==> src/pfs_pkg.sv <==
package pfs_pkg;

  // ------------------------------------------------------------
  // timing
  // ------------------------------------------------------------
  localparam int CLK_PERIOD_NS  = 10;
  localparam int STALE_TICK_NS  = 100000;
  localparam int STALE_TICK_CYC = STALE_TICK_NS / CLK_PERIOD_NS;

  // ------------------------------------------------------------
  // register indices (byte address = 4 * index)
  // ------------------------------------------------------------
  localparam logic [7:0] IDX_CTRL   = 8'h30;
  localparam logic [7:0] IDX_PACC   = 8'h31;
  localparam logic [7:0] IDX_STATUS = 8'h32;
  localparam logic [7:0] IDX_DERR   = 8'h34;
  localparam logic [7:0] IDX_HOLD1  = 8'h35;
  localparam logic [7:0] IDX_HOLD2  = 8'h36;
  localparam logic [7:0] IDX_RUN    = 8'h37;
  localparam logic [7:0] IDX_LEVEL  = 8'h3a;
  localparam logic [7:0] IDX_THR    = 8'h3b;
  localparam logic [7:0] IDX_SPER   = 8'h3c;

  // ------------------------------------------------------------
  // field positions
  // ------------------------------------------------------------
  localparam int ST_FULL    = 7;
  localparam int ST_EMPTY   = 6;
  localparam int ST_TIMEOUT = 5;
  localparam int ST_TAG     = 4;
  localparam int ST_PDATA   = 3;
  localparam int ST_STALE   = 2;
  localparam int ST_LONE    = 1;
  localparam int ST_DERR    = 0;

  localparam int CTL_DMA_EN  = 0;
  localparam int CTL_DIR     = 1;
  localparam int CTL_SET_TAG = 2;
  localparam int CTL_RLE     = 3;
  localparam int CTL_TAG_IE  = 4;
  localparam int CTL_FRES    = 7;
  localparam int PACC_CLR_TO = 3;

  // ------------------------------------------------------------
  // reset and init values
  // ------------------------------------------------------------
  localparam logic [7:0] CTRL_RST      = 8'h00;
  localparam logic [7:0] PACC_RST      = 8'h00;
  localparam logic [6:0] THR_RST       = 7'h00;
  localparam logic [6:0] RUN_RST       = 7'h00;
  localparam logic [7:0] SPER_RST      = 8'h00;
  localparam logic [7:0] DERR_RST      = 8'h00;
  localparam logic [6:0] FIFO_DEPTH    = 7'h40;
  localparam logic [6:0] RUN_MAX       = 7'h7f;
  localparam logic [6:0] RUN_CODE_MIN  = 7'h02;

  typedef enum logic [1:0] {
    FL_IDLE = 2'b00,
    FL_CODE = 2'b01,
    FL_BYTE = 2'b11,
    FL_REP  = 2'b10
  } pfs_flush_t;

endpackage

==> src/pfs_fifo_ctrl.sv <==
`timescale 1ns/1ps
module pfs_fifo_ctrl
  import pfs_pkg::*;
#(
  parameter int TICK_CYCLES = STALE_TICK_CYC
)(
  input  wire logic        hclk,
  input  wire logic        hresetn,
  input  wire logic        hsel,
  input  wire logic [31:0] haddr,
  input  wire logic [1:0]  htrans,
  input  wire logic        hwrite,
  input  wire logic [2:0]  hsize,
  input  wire logic [31:0] hwdata,
  input  wire logic        hready,
  output logic             hreadyout,
  output logic             hresp,
  output logic [31:0]      hrdata,
  input  wire logic        ecp_mode,
  input  wire logic        pe_rx_valid,
  input  wire logic [7:0]  pe_rx_data,
  input  wire logic        pe_rx_tag,
  output logic             pe_rx_ready,
  output logic             pe_tx_valid,
  output logic [7:0]       pe_tx_data,
  output logic             pe_tx_tag,
  input  wire logic        pe_tx_ready,
  input  wire logic        pe_burst_end,
  input  wire logic [7:0]  data_err_set,
  output logic             dma_req,
  input  wire logic        dma_ack,
  input  wire logic [15:0] dma_wdata,
  output logic [15:0]      dma_rdata,
  output logic             host_irq
);

  function automatic logic [6:0] fifo_level(input logic d, input logic [6:0] c);
    return d ? FIFO_DEPTH - c : c;
  endfunction

  // ------------------------------------------------------------
  // state
  // ------------------------------------------------------------
  logic [8:0]  mem [64];
  logic [5:0]  wp_r, rp_r;
  logic [6:0]  cnt_r, cnt_nxt;
  logic [7:0]  ctrl_r, pacc_r, sper_r, derr_r, scnt_r;
  logic [6:0]  thr_r, run_r;
  logic [7:0]  h1_r, h2_r, pend_b_r;
  logic        v1_r, v2_r, t1_r, t2_r, pend_v_r, flush_req_r;
  logic        stale_r, stale_prev_r, to_pend_r, timeout_r, lone_hold_r;
  logic [13:0] presc_r;
  logic        rx_ready_r, tx_valid_r, tx_tag_r, dma_req_r, irq_r, hready_r;
  logic [7:0]  tx_data_r;
  logic [15:0] dma_rdata_r;
  logic [31:0] hrdata_r;
  logic        wr_pend_r, rd_pend_r, addr_ok_r;
  logic [7:0]  idx_r;
  pfs_flush_t  fl_r, fl_nxt;

  // ------------------------------------------------------------
  // bus slave: writes take no wait, reads take one wait state
  // ------------------------------------------------------------
  logic ap, wr_c, rd_c;
  assign ap   = hsel && hready && htrans[1];
  assign wr_c = wr_pend_r && addr_ok_r;
  assign rd_c = rd_pend_r && addr_ok_r;

  always_ff @(posedge hclk or negedge hresetn)
    if (!hresetn)
    begin
      wr_pend_r <= 1'b0;
      rd_pend_r <= 1'b0;
      addr_ok_r <= 1'b0;
      idx_r     <= 8'h00;
      hready_r  <= 1'b1;
    end
    else
    begin
      wr_pend_r <= ap && hwrite;
      rd_pend_r <= ap && !hwrite;
      if (ap)
      begin
        idx_r     <= haddr[9:2];
        addr_ok_r <= (haddr[31:10] == 22'h000000) && (haddr[1:0] == 2'h0);
      end
      // the wait cycle lets hrdata_r load from rd_mux before the read data is taken
      hready_r  <= !(ap && !hwrite);
    end

  logic [7:0] status_w, rd_mux;
  logic       empty, full, tagf, lone, rle_on, dir, fifo_reset_p, clr_to;
  assign dir    = ctrl_r[CTL_DIR];
  assign empty  = (cnt_r == 7'h00);
  assign full   = (cnt_r == FIFO_DEPTH);
  assign tagf   = (v1_r && t1_r) || (v2_r && t2_r);
  assign lone   = !dir && empty && stale_r && v2_r && !v1_r;
  assign rle_on = ctrl_r[CTL_RLE] && ecp_mode;
  // status is pure decode of other state, so 0x40 follows reset by itself
  assign status_w = {full, empty, timeout_r, tagf, v1_r || v2_r, stale_r, lone, |derr_r};
  assign fifo_reset_p = wr_c && (idx_r == IDX_CTRL) && hwdata[CTL_FRES];
  assign clr_to = wr_c && (idx_r == IDX_PACC) && (hwdata[PACC_CLR_TO] != pacc_r[PACC_CLR_TO]);

  always_comb
  begin
    unique case (idx_r)
      IDX_CTRL:   rd_mux = {1'b0, 2'h0, ctrl_r[4:0]};
      IDX_PACC:   rd_mux = pacc_r;
      IDX_STATUS: rd_mux = status_w;
      IDX_DERR:   rd_mux = derr_r;
      IDX_HOLD1:  rd_mux = h1_r;
      IDX_HOLD2:  rd_mux = h2_r;
      IDX_RUN:    rd_mux = {1'b0, run_r};
      IDX_LEVEL:  rd_mux = {1'b0, fifo_level(dir, cnt_r)};
      IDX_THR:    rd_mux = {1'b0, thr_r};
      IDX_SPER:   rd_mux = sper_r;
      default:    rd_mux = 8'h00;
    endcase
  end

  always_ff @(posedge hclk or negedge hresetn)
    if (!hresetn)
      hrdata_r <= 32'h00000000;
    else if (rd_pend_r)
      hrdata_r <= addr_ok_r ? {24'h000000, rd_mux} : 32'h00000000;

  // ------------------------------------------------------------
  // software registers
  // ------------------------------------------------------------
  always_ff @(posedge hclk or negedge hresetn)
    if (!hresetn)
    begin
      ctrl_r <= CTRL_RST;
      pacc_r <= PACC_RST;
      thr_r  <= THR_RST;
      sper_r <= SPER_RST;
    end
    else if (wr_c)
    begin
      if (idx_r == IDX_CTRL) ctrl_r <= {1'b0, 2'h0, hwdata[4:0]};
      if (idx_r == IDX_PACC) pacc_r <= hwdata[7:0];
      if (idx_r == IDX_THR)  thr_r  <= hwdata[6:0];
      if (idx_r == IDX_SPER) sper_r <= hwdata[7:0];
    end

  // write one to clear; a new error in the same cycle stays set
  always_ff @(posedge hclk or negedge hresetn)
    if (!hresetn)
      derr_r <= DERR_RST;
    else
      derr_r <= (derr_r & ~((wr_c && idx_r == IDX_DERR) ? hwdata[7:0] : 8'h00)) | data_err_set;

  // ------------------------------------------------------------
  // pipeline movement
  // ------------------------------------------------------------
  logic [8:0] head;
  logic rx_div, rx_ld1, ld1_host, mv12, rep, rd1, rd2, dma_rd, dma_wr, h2_take;
  logic rx_wr, tx_pop, tx_w;
  logic [8:0] tx_wd;
  assign head     = mem[rp_r];
  assign rd1      = rd_c && (idx_r == IDX_HOLD1);
  assign rd2      = rd_c && (idx_r == IDX_HOLD2);
  assign rx_div   = !dir && rle_on && !empty && head[8] && !head[7] && (run_r == RUN_RST) && !v1_r;
  assign rx_ld1   = !dir && !empty && !v1_r && !rx_div && !lone_hold_r;
  assign ld1_host = dir && wr_c && (idx_r == IDX_HOLD1) && !v1_r;
  assign mv12     = v1_r && !v2_r && !rd1;
  assign rep      = mv12 && !dir && rle_on && (run_r != RUN_RST);
  assign dma_rd   = !dir && dma_ack && dma_req_r && v1_r && v2_r && !t1_r && !t2_r;
  assign dma_wr   = dir && dma_ack && dma_req_r && !v1_r && !v2_r;
  assign rx_wr    = !dir && pe_rx_valid && rx_ready_r && !full;
  assign tx_pop   = dir && !empty && (!tx_valid_r || pe_tx_ready);

  always_ff @(posedge hclk or negedge hresetn)
    if (!hresetn)
    begin
      {v1_r, v2_r, t1_r, t2_r} <= 4'h0;
      h1_r <= 8'h00;
      h2_r <= 8'h00;
    end
    else if (fifo_reset_p)
      {v1_r, v2_r, t1_r, t2_r} <= 4'h0;
    else
    begin
      if (dma_rd || rd2 || h2_take)
        {v2_r, t2_r} <= 2'h0;
      else if (dma_wr)
      begin
        h2_r <= dma_wdata[7:0];
        {v2_r, t2_r} <= 2'h2;
      end
      else if (mv12)
      begin
        h2_r <= h1_r;
        {v2_r, t2_r} <= {1'b1, t1_r};
      end
      // a repeating run keeps its byte in stage one
      if (dma_rd || rd1 || (mv12 && !rep))
        {v1_r, t1_r} <= 2'h0;
      else if (rx_ld1)
      begin
        h1_r <= head[7:0];
        {v1_r, t1_r} <= {1'b1, head[8]};
      end
      else if (ld1_host)
      begin
        h1_r <= hwdata[7:0];
        {v1_r, t1_r} <= {1'b1, ctrl_r[CTL_SET_TAG]};
      end
      else if (dma_wr)
      begin
        h1_r <= dma_wdata[15:8];
        {v1_r, t1_r} <= 2'h2;
      end
    end

  always_ff @(posedge hclk or negedge hresetn)
    if (!hresetn)
      dma_rdata_r <= 16'h0000;
    else if (dma_rd)
      dma_rdata_r <= {h1_r, h2_r};

  always_ff @(posedge hclk or negedge hresetn)
    if (!hresetn)
      lone_hold_r <= 1'b0;
    else if (fifo_reset_p || !v2_r)
      lone_hold_r <= 1'b0;
    else if (lone)
      lone_hold_r <= 1'b1;

  // ------------------------------------------------------------
  // transmit run-length compression
  // ------------------------------------------------------------
  always_comb
  begin
    tx_w    = 1'b0;
    tx_wd   = 9'h000;
    h2_take = 1'b0;
    fl_nxt  = fl_r;
    if (dir && !full)
      unique case (fl_r)
        FL_IDLE:
          if (v2_r)
          begin
            if (!rle_on)
            begin
              tx_w    = 1'b1;
              tx_wd   = {t2_r, h2_r};
              h2_take = 1'b1;
            end
            else if (pend_v_r && (t2_r || h2_r != pend_b_r || run_r == RUN_MAX))
              fl_nxt = (run_r >= RUN_CODE_MIN) ? FL_CODE : FL_BYTE;
            else if (t2_r)
            begin
              tx_w    = 1'b1;
              tx_wd   = {1'b1, h2_r};
              h2_take = 1'b1;
            end
            else
              h2_take = 1'b1;
          end
          else if (pend_v_r && flush_req_r)
            fl_nxt = (run_r >= RUN_CODE_MIN) ? FL_CODE : FL_BYTE;
        FL_CODE:
        begin
          tx_w   = 1'b1;
          tx_wd  = {1'b1, 1'b0, run_r};
          fl_nxt = FL_BYTE;
        end
        FL_BYTE:
        begin
          tx_w   = 1'b1;
          tx_wd  = {1'b0, pend_b_r};
          fl_nxt = (run_r == 7'h01) ? FL_REP : FL_IDLE;
        end
        FL_REP:
        begin
          tx_w   = 1'b1;
          tx_wd  = {1'b0, pend_b_r};
          fl_nxt = FL_IDLE;
        end
      endcase
  end

  logic absorb;
  assign absorb = h2_take && rle_on && !t2_r && fl_r == FL_IDLE;

  always_ff @(posedge hclk or negedge hresetn)
    if (!hresetn)
    begin
      fl_r        <= FL_IDLE;
      pend_v_r    <= 1'b0;
      pend_b_r    <= 8'h00;
      flush_req_r <= 1'b0;
    end
    else if (fifo_reset_p)
    begin
      fl_r        <= FL_IDLE;
      pend_v_r    <= 1'b0;
      flush_req_r <= 1'b0;
    end
    else
    begin
      fl_r <= fl_nxt;
      if (fl_r != FL_IDLE && fl_nxt == FL_IDLE)
        pend_v_r <= 1'b0;
      else if (absorb && !pend_v_r)
      begin
        pend_v_r <= 1'b1;
        pend_b_r <= h2_r;
      end
      if (pe_burst_end)
        flush_req_r <= 1'b1;
      else if (!pend_v_r)
        flush_req_r <= 1'b0;
    end

  // run count: transmit run length or receive repeat count
  always_ff @(posedge hclk or negedge hresetn)
    if (!hresetn)
      run_r <= RUN_RST;
    else if (fifo_reset_p)
      run_r <= RUN_RST;
    else if (wr_c && idx_r == IDX_RUN)
      run_r <= hwdata[6:0];
    else if (rx_div)
      run_r <= head[6:0];
    else if (rep)
      run_r <= run_r - 7'h01;
    else if (fl_r != FL_IDLE && fl_nxt == FL_IDLE)
      run_r <= RUN_RST;
    else if (absorb && pend_v_r)
      run_r <= run_r + 7'h01;

  // ------------------------------------------------------------
  // FIFO storage and level
  // ------------------------------------------------------------
  logic fw, fr;
  assign fw = rx_wr || tx_w;
  assign fr = rx_ld1 || rx_div || tx_pop;
  assign cnt_nxt = fifo_reset_p ? 7'h00 : cnt_r + {6'h00, fw} - {6'h00, fr};

  always_ff @(posedge hclk)
    if (fw)
      mem[wp_r] <= rx_wr ? {pe_rx_tag, pe_rx_data} : tx_wd;

  always_ff @(posedge hclk or negedge hresetn)
    if (!hresetn)
    begin
      wp_r       <= 6'h00;
      rp_r       <= 6'h00;
      cnt_r      <= 7'h00;
      rx_ready_r <= 1'b0;
    end
    else
    begin
      wp_r       <= fifo_reset_p ? 6'h00 : wp_r + {5'h00, fw};
      rp_r       <= fifo_reset_p ? 6'h00 : rp_r + {5'h00, fr};
      cnt_r      <= cnt_nxt;
      rx_ready_r <= !dir && (cnt_nxt != FIFO_DEPTH);
    end

  always_ff @(posedge hclk or negedge hresetn)
    if (!hresetn)
    begin
      tx_valid_r <= 1'b0;
      tx_data_r  <= 8'h00;
      tx_tag_r   <= 1'b0;
    end
    else if (fifo_reset_p)
      tx_valid_r <= 1'b0;
    else if (tx_pop)
    begin
      tx_valid_r <= 1'b1;
      {tx_tag_r, tx_data_r} <= head;
    end
    else if (pe_tx_ready)
      tx_valid_r <= 1'b0;

  // ------------------------------------------------------------
  // stale timer and timeout
  // ------------------------------------------------------------
  logic tick;
  assign tick = (presc_r == 14'(TICK_CYCLES - 1));

  always_ff @(posedge hclk or negedge hresetn)
    if (!hresetn)
    begin
      presc_r <= 14'h0000;
      scnt_r  <= 8'h00;
      stale_r <= 1'b0;
    end
    else if (fifo_reset_p)
    begin
      presc_r <= 14'h0000;
      scnt_r  <= 8'h00;
      stale_r <= 1'b0;
    end
    else if (rx_wr)
    begin
      // reloading also restarts the prescaler so short periods stay accurate
      presc_r <= 14'h0000;
      scnt_r  <= sper_r;
      stale_r <= 1'b0;
    end
    else
    begin
      presc_r <= tick ? 14'h0000 : presc_r + 14'h0001;
      if (tick && scnt_r != 8'h00)
        scnt_r <= scnt_r - 8'h01;
      if (dir)
        stale_r <= 1'b0;
      else if (tick && scnt_r == 8'h01)
        stale_r <= 1'b1;
    end

  always_ff @(posedge hclk or negedge hresetn)
    if (!hresetn)
    begin
      stale_prev_r <= 1'b0;
      to_pend_r    <= 1'b0;
      timeout_r    <= 1'b0;
    end
    else
    begin
      stale_prev_r <= stale_r;
      if (stale_r && !stale_prev_r)
        to_pend_r <= 1'b1;
      else if (to_pend_r && (dir || (empty && !dma_req_r)))
        to_pend_r <= 1'b0;
      if (to_pend_r && (dir || (empty && !dma_req_r)))
        timeout_r <= 1'b1;
      else if (fifo_reset_p || clr_to)
        timeout_r <= 1'b0;
    end

  // ------------------------------------------------------------
  // DMA request and host interrupt
  // ------------------------------------------------------------
  logic [7:0] avail;
  logic [6:0] lvl;
  assign lvl   = fifo_level(dir, cnt_r);
  assign avail = dir ? {1'b0, lvl} : {1'b0, cnt_r} + {7'h00, v1_r} + {7'h00, v2_r};

  always_ff @(posedge hclk or negedge hresetn)
    if (!hresetn)
      dma_req_r <= 1'b0;
    else
      dma_req_r <= ctrl_r[CTL_DMA_EN] && !fifo_reset_p && (avail >= 8'h02) &&
                   (dma_req_r || (lvl >= thr_r) || (!dir && stale_r && v1_r && v2_r));

  always_ff @(posedge hclk or negedge hresetn)
    if (!hresetn)
      irq_r <= 1'b0;
    else
      irq_r <= (ctrl_r[CTL_TAG_IE] && tagf) || lone || timeout_r;

  assign hreadyout   = hready_r;
  assign hresp       = 1'b0;
  assign hrdata      = hrdata_r;
  assign pe_rx_ready = rx_ready_r;
  assign pe_tx_valid = tx_valid_r;
  assign pe_tx_data  = tx_data_r;
  assign pe_tx_tag   = tx_tag_r;
  assign dma_req     = dma_req_r;
  assign dma_rdata   = dma_rdata_r;
  assign host_irq    = irq_r;
endmodule

==> config.mk <==
export PLATFORM = sky130hd
export DESIGN_NAME = pfs_fifo_ctrl
export DESIGN_NICKNAME = d
export VERILOG_FILES = /design/src/pfs_pkg.sv /design/src/pfs_fifo_ctrl.sv
export SDC_FILE = /design/constraint.sdc
export NUM_CORES = 1
export LEC_CHECK = 0
export ABC_AREA = 1
export BUFFER_PORTS_ARGS = -buffer_cell sky130_fd_sc_hd__buf_2
export CAP_MARGIN = 30
export CORE_ASPECT_RATIO = 1.5
export CORE_MARGIN = 4
export CORE_UTILIZATION = 33
export DETAILED_ROUTE_END_ITERATION = 12
export PLACE_DENSITY = 0.51
export SLEW_MARGIN = 10
export SYNTH_ARGS = -nofsm -noshare
export SYNTH_HDL_FRONTEND = slang
export SYNTH_SLANG_ARGS = --single-unit
export TNS_END_PERCENT = 1
==> constraint.sdc <==
create_clock -name hclk -period 8.2 [get_ports hclk]
set_clock_uncertainty 0.05 [all_clocks]
set_input_delay 2.46 -clock hclk [delete_from_list [all_inputs] [get_ports hclk]]
set_output_delay 2.46 -clock hclk [all_outputs]
set_load 0.02 [all_outputs]
# After elaboration in Yosys (flattened, before gate mapping)
# Memories as Yosys holds them, arrays and structs flattened.
# Index checks and enable logic that the tools add are counted.
# W data, S select, Z words.
op_classes:
  div_mod_pow: 0
  addsub: 11
  mux: 91
  n_eq_ne: 22
  n_lt_le_gt_ge: 3
  bitwise_logic: 7
  n_reduce_logical: 148
  mul: 0
  shift: 0
op_table:
  columns: ["op", "count"]
  rows:
  - ["$mux W8", 11]
  - ["$eq A8 B6 Y1 const B", 10]
  - ["$pmux W8 S10", 1]
  - ["$logic_and A1 B1 Y1", 78]
  - ["$mux W7", 8]
  - ["$mux W9", 6]
  - ["$mux W1", 49]
  - ["$mux W14", 3]
  - ["$pmux W9 S3", 1]
  - ["$logic_not A22 Y1", 1]
  - ["$logic_not A1 Y1", 19]
  - ["$logic_or A1 B1 Y1", 19]
  - ["$mux W2", 8]
  - ["$add A14 B1 Y14 const B", 1]
  - ["$eq A14 B14 Y1 const B", 1]
  - ["$eq A7 B7 Y1 const B", 2]
  - ["$logic_not A7 Y1", 2]
  - ["$add A6 B1 Y6", 2]
  - ["$mux W6", 2]
  - ["$reduce_bool A3 Y1", 4]
  - ["$reduce_and A2 Y1", 5]
  - ["$reduce_bool A2 Y1", 5]
  - ["$reduce_and A3 Y1", 3]
  - ["$add A7 B1 Y8", 1]
  - ["other kinds (33)", 40]
totals:
  ramBits: 576
  rom_bits: 0
  latch_bits: 0
  reg_bits: 194
  output_inout_bits: 63
  mem_count: 1
  word_cells: 322
memory_table:
  columns: ["name", "depth", "width", "read_ports", "rd_clocked_by_memory_dff", "wr", "line_no", "source"]
  rows:
  - ["mem", 64, 9, 1, 0, 1, "pfs_fifo_ctrl.sv:44", "logic [8:0] mem [64];"]

# Logic depth before layout (Yosys ltp)
logic_depth:
  word_depth: 19
  ltp_mapped: 29

# Worst setup path before layout
# Ideal clock, no wire load.
synth_path:
  path_kind: "input port to flip-flop"
  start: "input ecp_mode"
  end: "memory mem[0][7], data pin"
  setup_time_ps: 702
  stages: 5
  n_path_buf: 0
  required_ps: 7448
  setup_slack_ps: 2102
  arrival_time_ps: 5346
  path_cell_list: "nand2_1 a21oi_1 nor3_1 nor2_1 o21ai_0"
synth_between:
  elab_chain_cells: 6
synth_lines:
  columns: ["element", "line_no", "source"]
  rows:
  - ["from (decl)", "pfs_fifo_ctrl.sv:19", "input wire logic ecp_mode,"]
  - ["$logic_and A1 B1 Y1", "pfs_fifo_ctrl.sv:98", "assign rle_on = ctrl_r[CTL_RLE] && ecp_mode;"]
  - ["$mux W9", "pfs_fifo_ctrl.sv:244", "if (!rle_on)"]
  - ["$mux W9", "pfs_fifo_ctrl.sv:242", "if (v2_r)"]
  - ["$pmux W9 S3", "pfs_fifo_ctrl.sv:240", "unique case (fl_r)"]
  - ["$mux W9", "pfs_fifo_ctrl.sv:239", "if (dir && !full)"]
  - ["$mux W9", "pfs_fifo_ctrl.sv:344", "mem[wp_r] <= rx_wr ? {pe_rx_tag, pe_rx_data} : tx_wd;"]
  - ["to (decl)", "pfs_fifo_ctrl.sv:44", null]
# Every way passes these cells.

# Worst setup path in the final report
layout_path:
  start: "register rp_r[1]"
  end: "register rx_ready_r, in the netlist pe_rx_ready"
layout_between:
  elab_chain_cells: 14
layout_lines:
  columns: ["element", "line_no", "source"]
  rows:
  - ["from (decl)", "pfs_fifo_ctrl.sv:45", "logic [5:0] wp_r, rp_r;"]
  - ["from (signal assigned)", "pfs_fifo_ctrl.sv:357", "rp_r <= fifo_reset_p ? 6'h00 : rp_r + {5'h00, fr};"]
  - ["$mem_v2 Z64 W9 *", null, null]
  - ["$logic_and A1 B1 Y1 / $logic_not A1 Y1 (equally long branches)", "pfs_fifo_ctrl.sv:163", "assign rx_div = !dir && rle_on && !empty && head[8] && !head[7] && (run_r == RUN_RST) && !v1_r;"]
  - ["$logic_and A1 B1 Y1 * (3 in a row)", "pfs_fifo_ctrl.sv:163", null]
  - ["$logic_not A1 Y1", "pfs_fifo_ctrl.sv:164", "assign rx_ld1 = !dir && !empty && !v1_r && !rx_div && !lone_hold_r;"]
  - ["$logic_and A1 B1 Y1 (2 in a row)", "pfs_fifo_ctrl.sv:164", null]
  - ["$logic_or A1 B1 Y1 * (2 in a row)", "pfs_fifo_ctrl.sv:339", "assign fr = rx_ld1 || rx_div || tx_pop;"]
  - ["$sub A7 B1 Y7 *", "pfs_fifo_ctrl.sv:340", "assign cnt_nxt = fifo_reset_p ? 7'h00 : cnt_r + {6'h00, fw} - {6'h00, fr};"]
  - ["$mux W7 *", "pfs_fifo_ctrl.sv:340", null]
  - ["$ne A7 B7 Y1 *", "pfs_fifo_ctrl.sv:359", "rx_ready_r <= !dir && (cnt_nxt != FIFO_DEPTH);"]
  - ["$logic_and A1 B1 Y1 *", "pfs_fifo_ctrl.sv:359", null]
  - ["to (signal assigned)", "pfs_fifo_ctrl.sv:359", null]
  - ["to (decl)", "pfs_fifo_ctrl.sv:53", "logic rx_ready_r, tx_valid_r, tx_tag_r, dma_req_r, irq_r, hready_r;"]
# Every way passes the cells marked *; elsewhere a longest branch is shown, timed or not.
# A chain may end at the register's enable or synchronous reset.

==> results.py <==
metrics = {
    "placed_design": {
        "port_buffers": 121,
        "place_inst": 4437,
        "gp_congestion": 0.9140,
        "dp_hpwl_um": 65520,
        "place_worst_setup_slack_ns": 1.857,
    },
    "routing": {
        "routed_wl_um": 99560,
        "via_count": 23460,
        "ant_nets": 0,
        "first_pass_iters": 5,
        "initialDrtViolationCount": 1941,
        "drc": 0,
        "wl_per_cell_um": 21.73,
        "vias_per_cell": 5.120,
    },
    "yosys": {
        "synthTopCellsByArea": "edfxtp_1 (52%), dfrtp_1 (13%), nand2_1 (8.8%)",
        "ys_seq_elements": 746,
        "synth-edff-count": 576,
        "async_flop_share_pct": 22.79,
        "syn_area_per_cell_um2": 10.54,
        "synth_cell_types": 54,
        "synth-seq-area-share_pct": 65.41,
        "synth_cells": 3126,
        "synth.cell_area_mm2": 0.03295,
        "synth_top_area_share_pct": 52.50,
        "synth_top_cell_by_area": "edfxtp_1",
        "synthFlopType": "edfxtp_1",
        "ys_warn_count": 0,
    },
    "sta": {
        "hold_viol": 0,
        "maxSlewViolCount": 0,
        "rsz0062_at_grt": "no",
        "fin_setup_tns_ns": 0,
        "timing.slew.headroom_pct": 35.07,
        "min_period_over_period_pct": 71.18,
        "worstMarginPinSlew_ns": 0.9704,
        "setup_viol": 0,
        "fin_crit_ns": 5.837,
        "fmax_mhz": 171.3,
        "setup_ws_ns": 2.363,
    },
    "critical_path": {
        "cp-endpoint": "pe_rx_ready$_DFF_PN0_",
        "rr_endpoint": "pe_rx_ready$_DFF_PN0_",
        "worstSetupPathType": "flop to flop",
        "cp.arrival_ns": 6.26,
        "r2r_cells": 24,
        "worst_ep_required_time_ns": 8.62,
        "cp-startpoint": "rp_r[1]$_DFF_PN0_",
        "r2r-start": "rp_r[1]$_DFF_PN0_",
        "crit_path_cell_trace": "buf_4 > nor2_4 > buf_4 > a21oi_1 > nand3_1 > nand3_1 > nand3_1 > nand2_1 > nand3_2 > nand3b_1 > ha_1 > inv_1 > ha_1 > fa_1 > a21oi_1 > nor2_1 > nor2_1 > or2_2 > nand2_1 > a21oi_1 > or2_2 > nand3_1 > nor3_1 > a21oi_1",
        "crit_slowest_cell": "dfrtp_2",
        "crit_path_end_kind": "flop",
        "max_stage_delay_ns": 0.71,
        "reg2reg_slack_ns": 2.36,
        "cp_max_fo": 39,
        "start_kind": "flop",
    },
    "cts": {
        "hold_buffers": 0,
        "cts_max_level": 3,
        "post-cts-setup-buffer-count": 0,
        "cts_root_buffer": "clkbuf_16",
        "cts_resized": 0,
        "path_clk_slew_ns": 0.07,
        "cts_tree": "done",
        "clock_latency_ns": 0.64,
        "cts_buffer_depth": 3,
        "clock-sinks": 746,
        "cts_buffers": 76,
    },
    "finish": {
        "syn_to_final_growth_pct": 13.04,
        "final_nets": 3394,
        "mostFrequentLayoutCells": "nand2_1 (771), edfxtp_1 (576), nor2_1 (289)",
        "final_core_util_pct": 37.70,
        "drive_gt1_share_pct": 9.742,
        "mostFrequentLayoutCell": "nand2_1",
        "n_antenna_cell": 0,
        "top_register": "mem",
        "largest_reg_flops": 576,
        "layout.cells.non_filler": 4582,
    },
    "worst_hold_path": {
        "worstHoldPathCells": 1,
        "hp-class": "flop to flop",
        "min_from": "stale_prev_r$_DFF_PN0_",
    },
    "grt": {
        "grt_pass1_vias": 22680,
        "grt_max_degree": 155,
        "grt_use_total_pct": 18.38,
        "grt_pass1_wl_um": 145900,
        "overflow": 0,
        "antenna_found_initial": 1,
    },
    "die": {
        "core.rowCount": 141,
        "die_x_um": 266.0,
        "die-area_mm2": 0.1051,
        "start_util_pct": 33.35,
        "die_y_um": 395.0,
        "io_pins": 175,
        "coreArea_mm2": 0.09879,
    },
    "pwr": {
        "ir_drop_mv": 0.2893,
        "leakagePower_nw": 14.49,
        "power_mw": 13.92,
        "powerDensity_mw_per_mm2": 373.8,
    },
    "outcome": {
        "outcome": "complete, no violations",
    },
    "run": {
        "cap_violations": 0,
    },
}
==> per-stage QoR <==
step,instance area (µm²),hold WS (ns)
floorplan,33040,0.3428
global placement,34720,0.3522
detailed placement,34810,0.3634
CTS,37110,0.3778
global route,37240,0.3882
finish,37240,0.3679
==> critical path: cells and delay by family, from the launching register on <==
family	cells	cell delay [ns]
simple gates	14	2.51
fa+ha+maj	3	1.00
buf+inv	3	0.87
flops	1	0.71
compound gates	4	0.51
==> area by class of cell <==
class | count | area [µm²]
well taps | 1287 | 1610
flip-flops and latches | 746 | 21560
clock buffers | 95 | 1994
repair buffers | 181 | 1102
fillers | 9784 | 61550
multi-input cells | 2032 | 9897
inverters | 206 | 780.7
clock inverters | 35 | 301.5
==> per-layer routing <==
metal  vias to the layer above  part of all wire (%)  global-route usage, %
li1                      11070                     -                      -
met1                     11470                    37                  20.87
met2                       701                    52                  33.56
met3                       216                   4.7                  2.321
met4                         2                   5.7                  9.539
met5                         -                 0.015                      0
==> cell usage after synthesis (9+ instances only) <==
| cell | count |
|---|---|
| a211oi_1 | 16 |
| nand4_1 | 22 |
| a221oi_1 | 9 |
| o21ai_1 | 45 |
| buf_4 | 41 |
| a21oi_1 | 147 |
| o211ai_1 | 35 |
| nor2_1 | 289 |
| o21ai_0 | 209 |
| nand2_1 | 772 |
| nand3_1 | 172 |
| clkbuf_1 | 79 |
| xor2_1 | 10 |
| mux2i_1 | 16 |
| buf_2 | 30 |
| inv_1 | 192 |
| ha_1 | 37 |
| buf_6 | 11 |
| nor3_1 | 57 |
| nor4_1 | 18 |
| o22ai_1 | 80 |
| dfrtp_1 | 169 |
| edfxtp_1 | 576 |
==> power breakdown <==
part	switching (mW)	total, mW	internal (mW)
registers	0.321	5.49	5.17
clock network	1.44	3.32	1.88
logic	3.86	5.11	1.25
total	5.62	13.9	8.30
==> cells by family after synthesis <==
| family | Yosys count | synth area share [%] |
|---|---|---|
| simple gates | 1348 | 16.75 |
| flops | 746 | 65.41 |
| compound gates | 582 | 10.11 |
| buf+inv | 372 | 5.070 |
| fa+ha+maj | 39 | 1.527 |
| mux | 22 | 0.6911 |
| xor+xnor | 16 | 0.4253 |
| other cells | 1 | 0.01138 |
==> worst min path at each step <==
stage	end	slack (ns)
after floorplan	to_pend_r$_DFFE_PN0P_	0.34
final	to_pend_r$_DFFE_PN0P_	0.37
after detailed placement	to_pend_r$_DFFE_PN0P_	0.36
after global routing	to_pend_r$_DFFE_PN0P_	0.39
after CTS	to_pend_r$_DFFE_PN0P_	0.38
after global placement	to_pend_r$_DFFE_PN0P_	0.35
No activity file was read; power rests on OpenSTA's default activity.
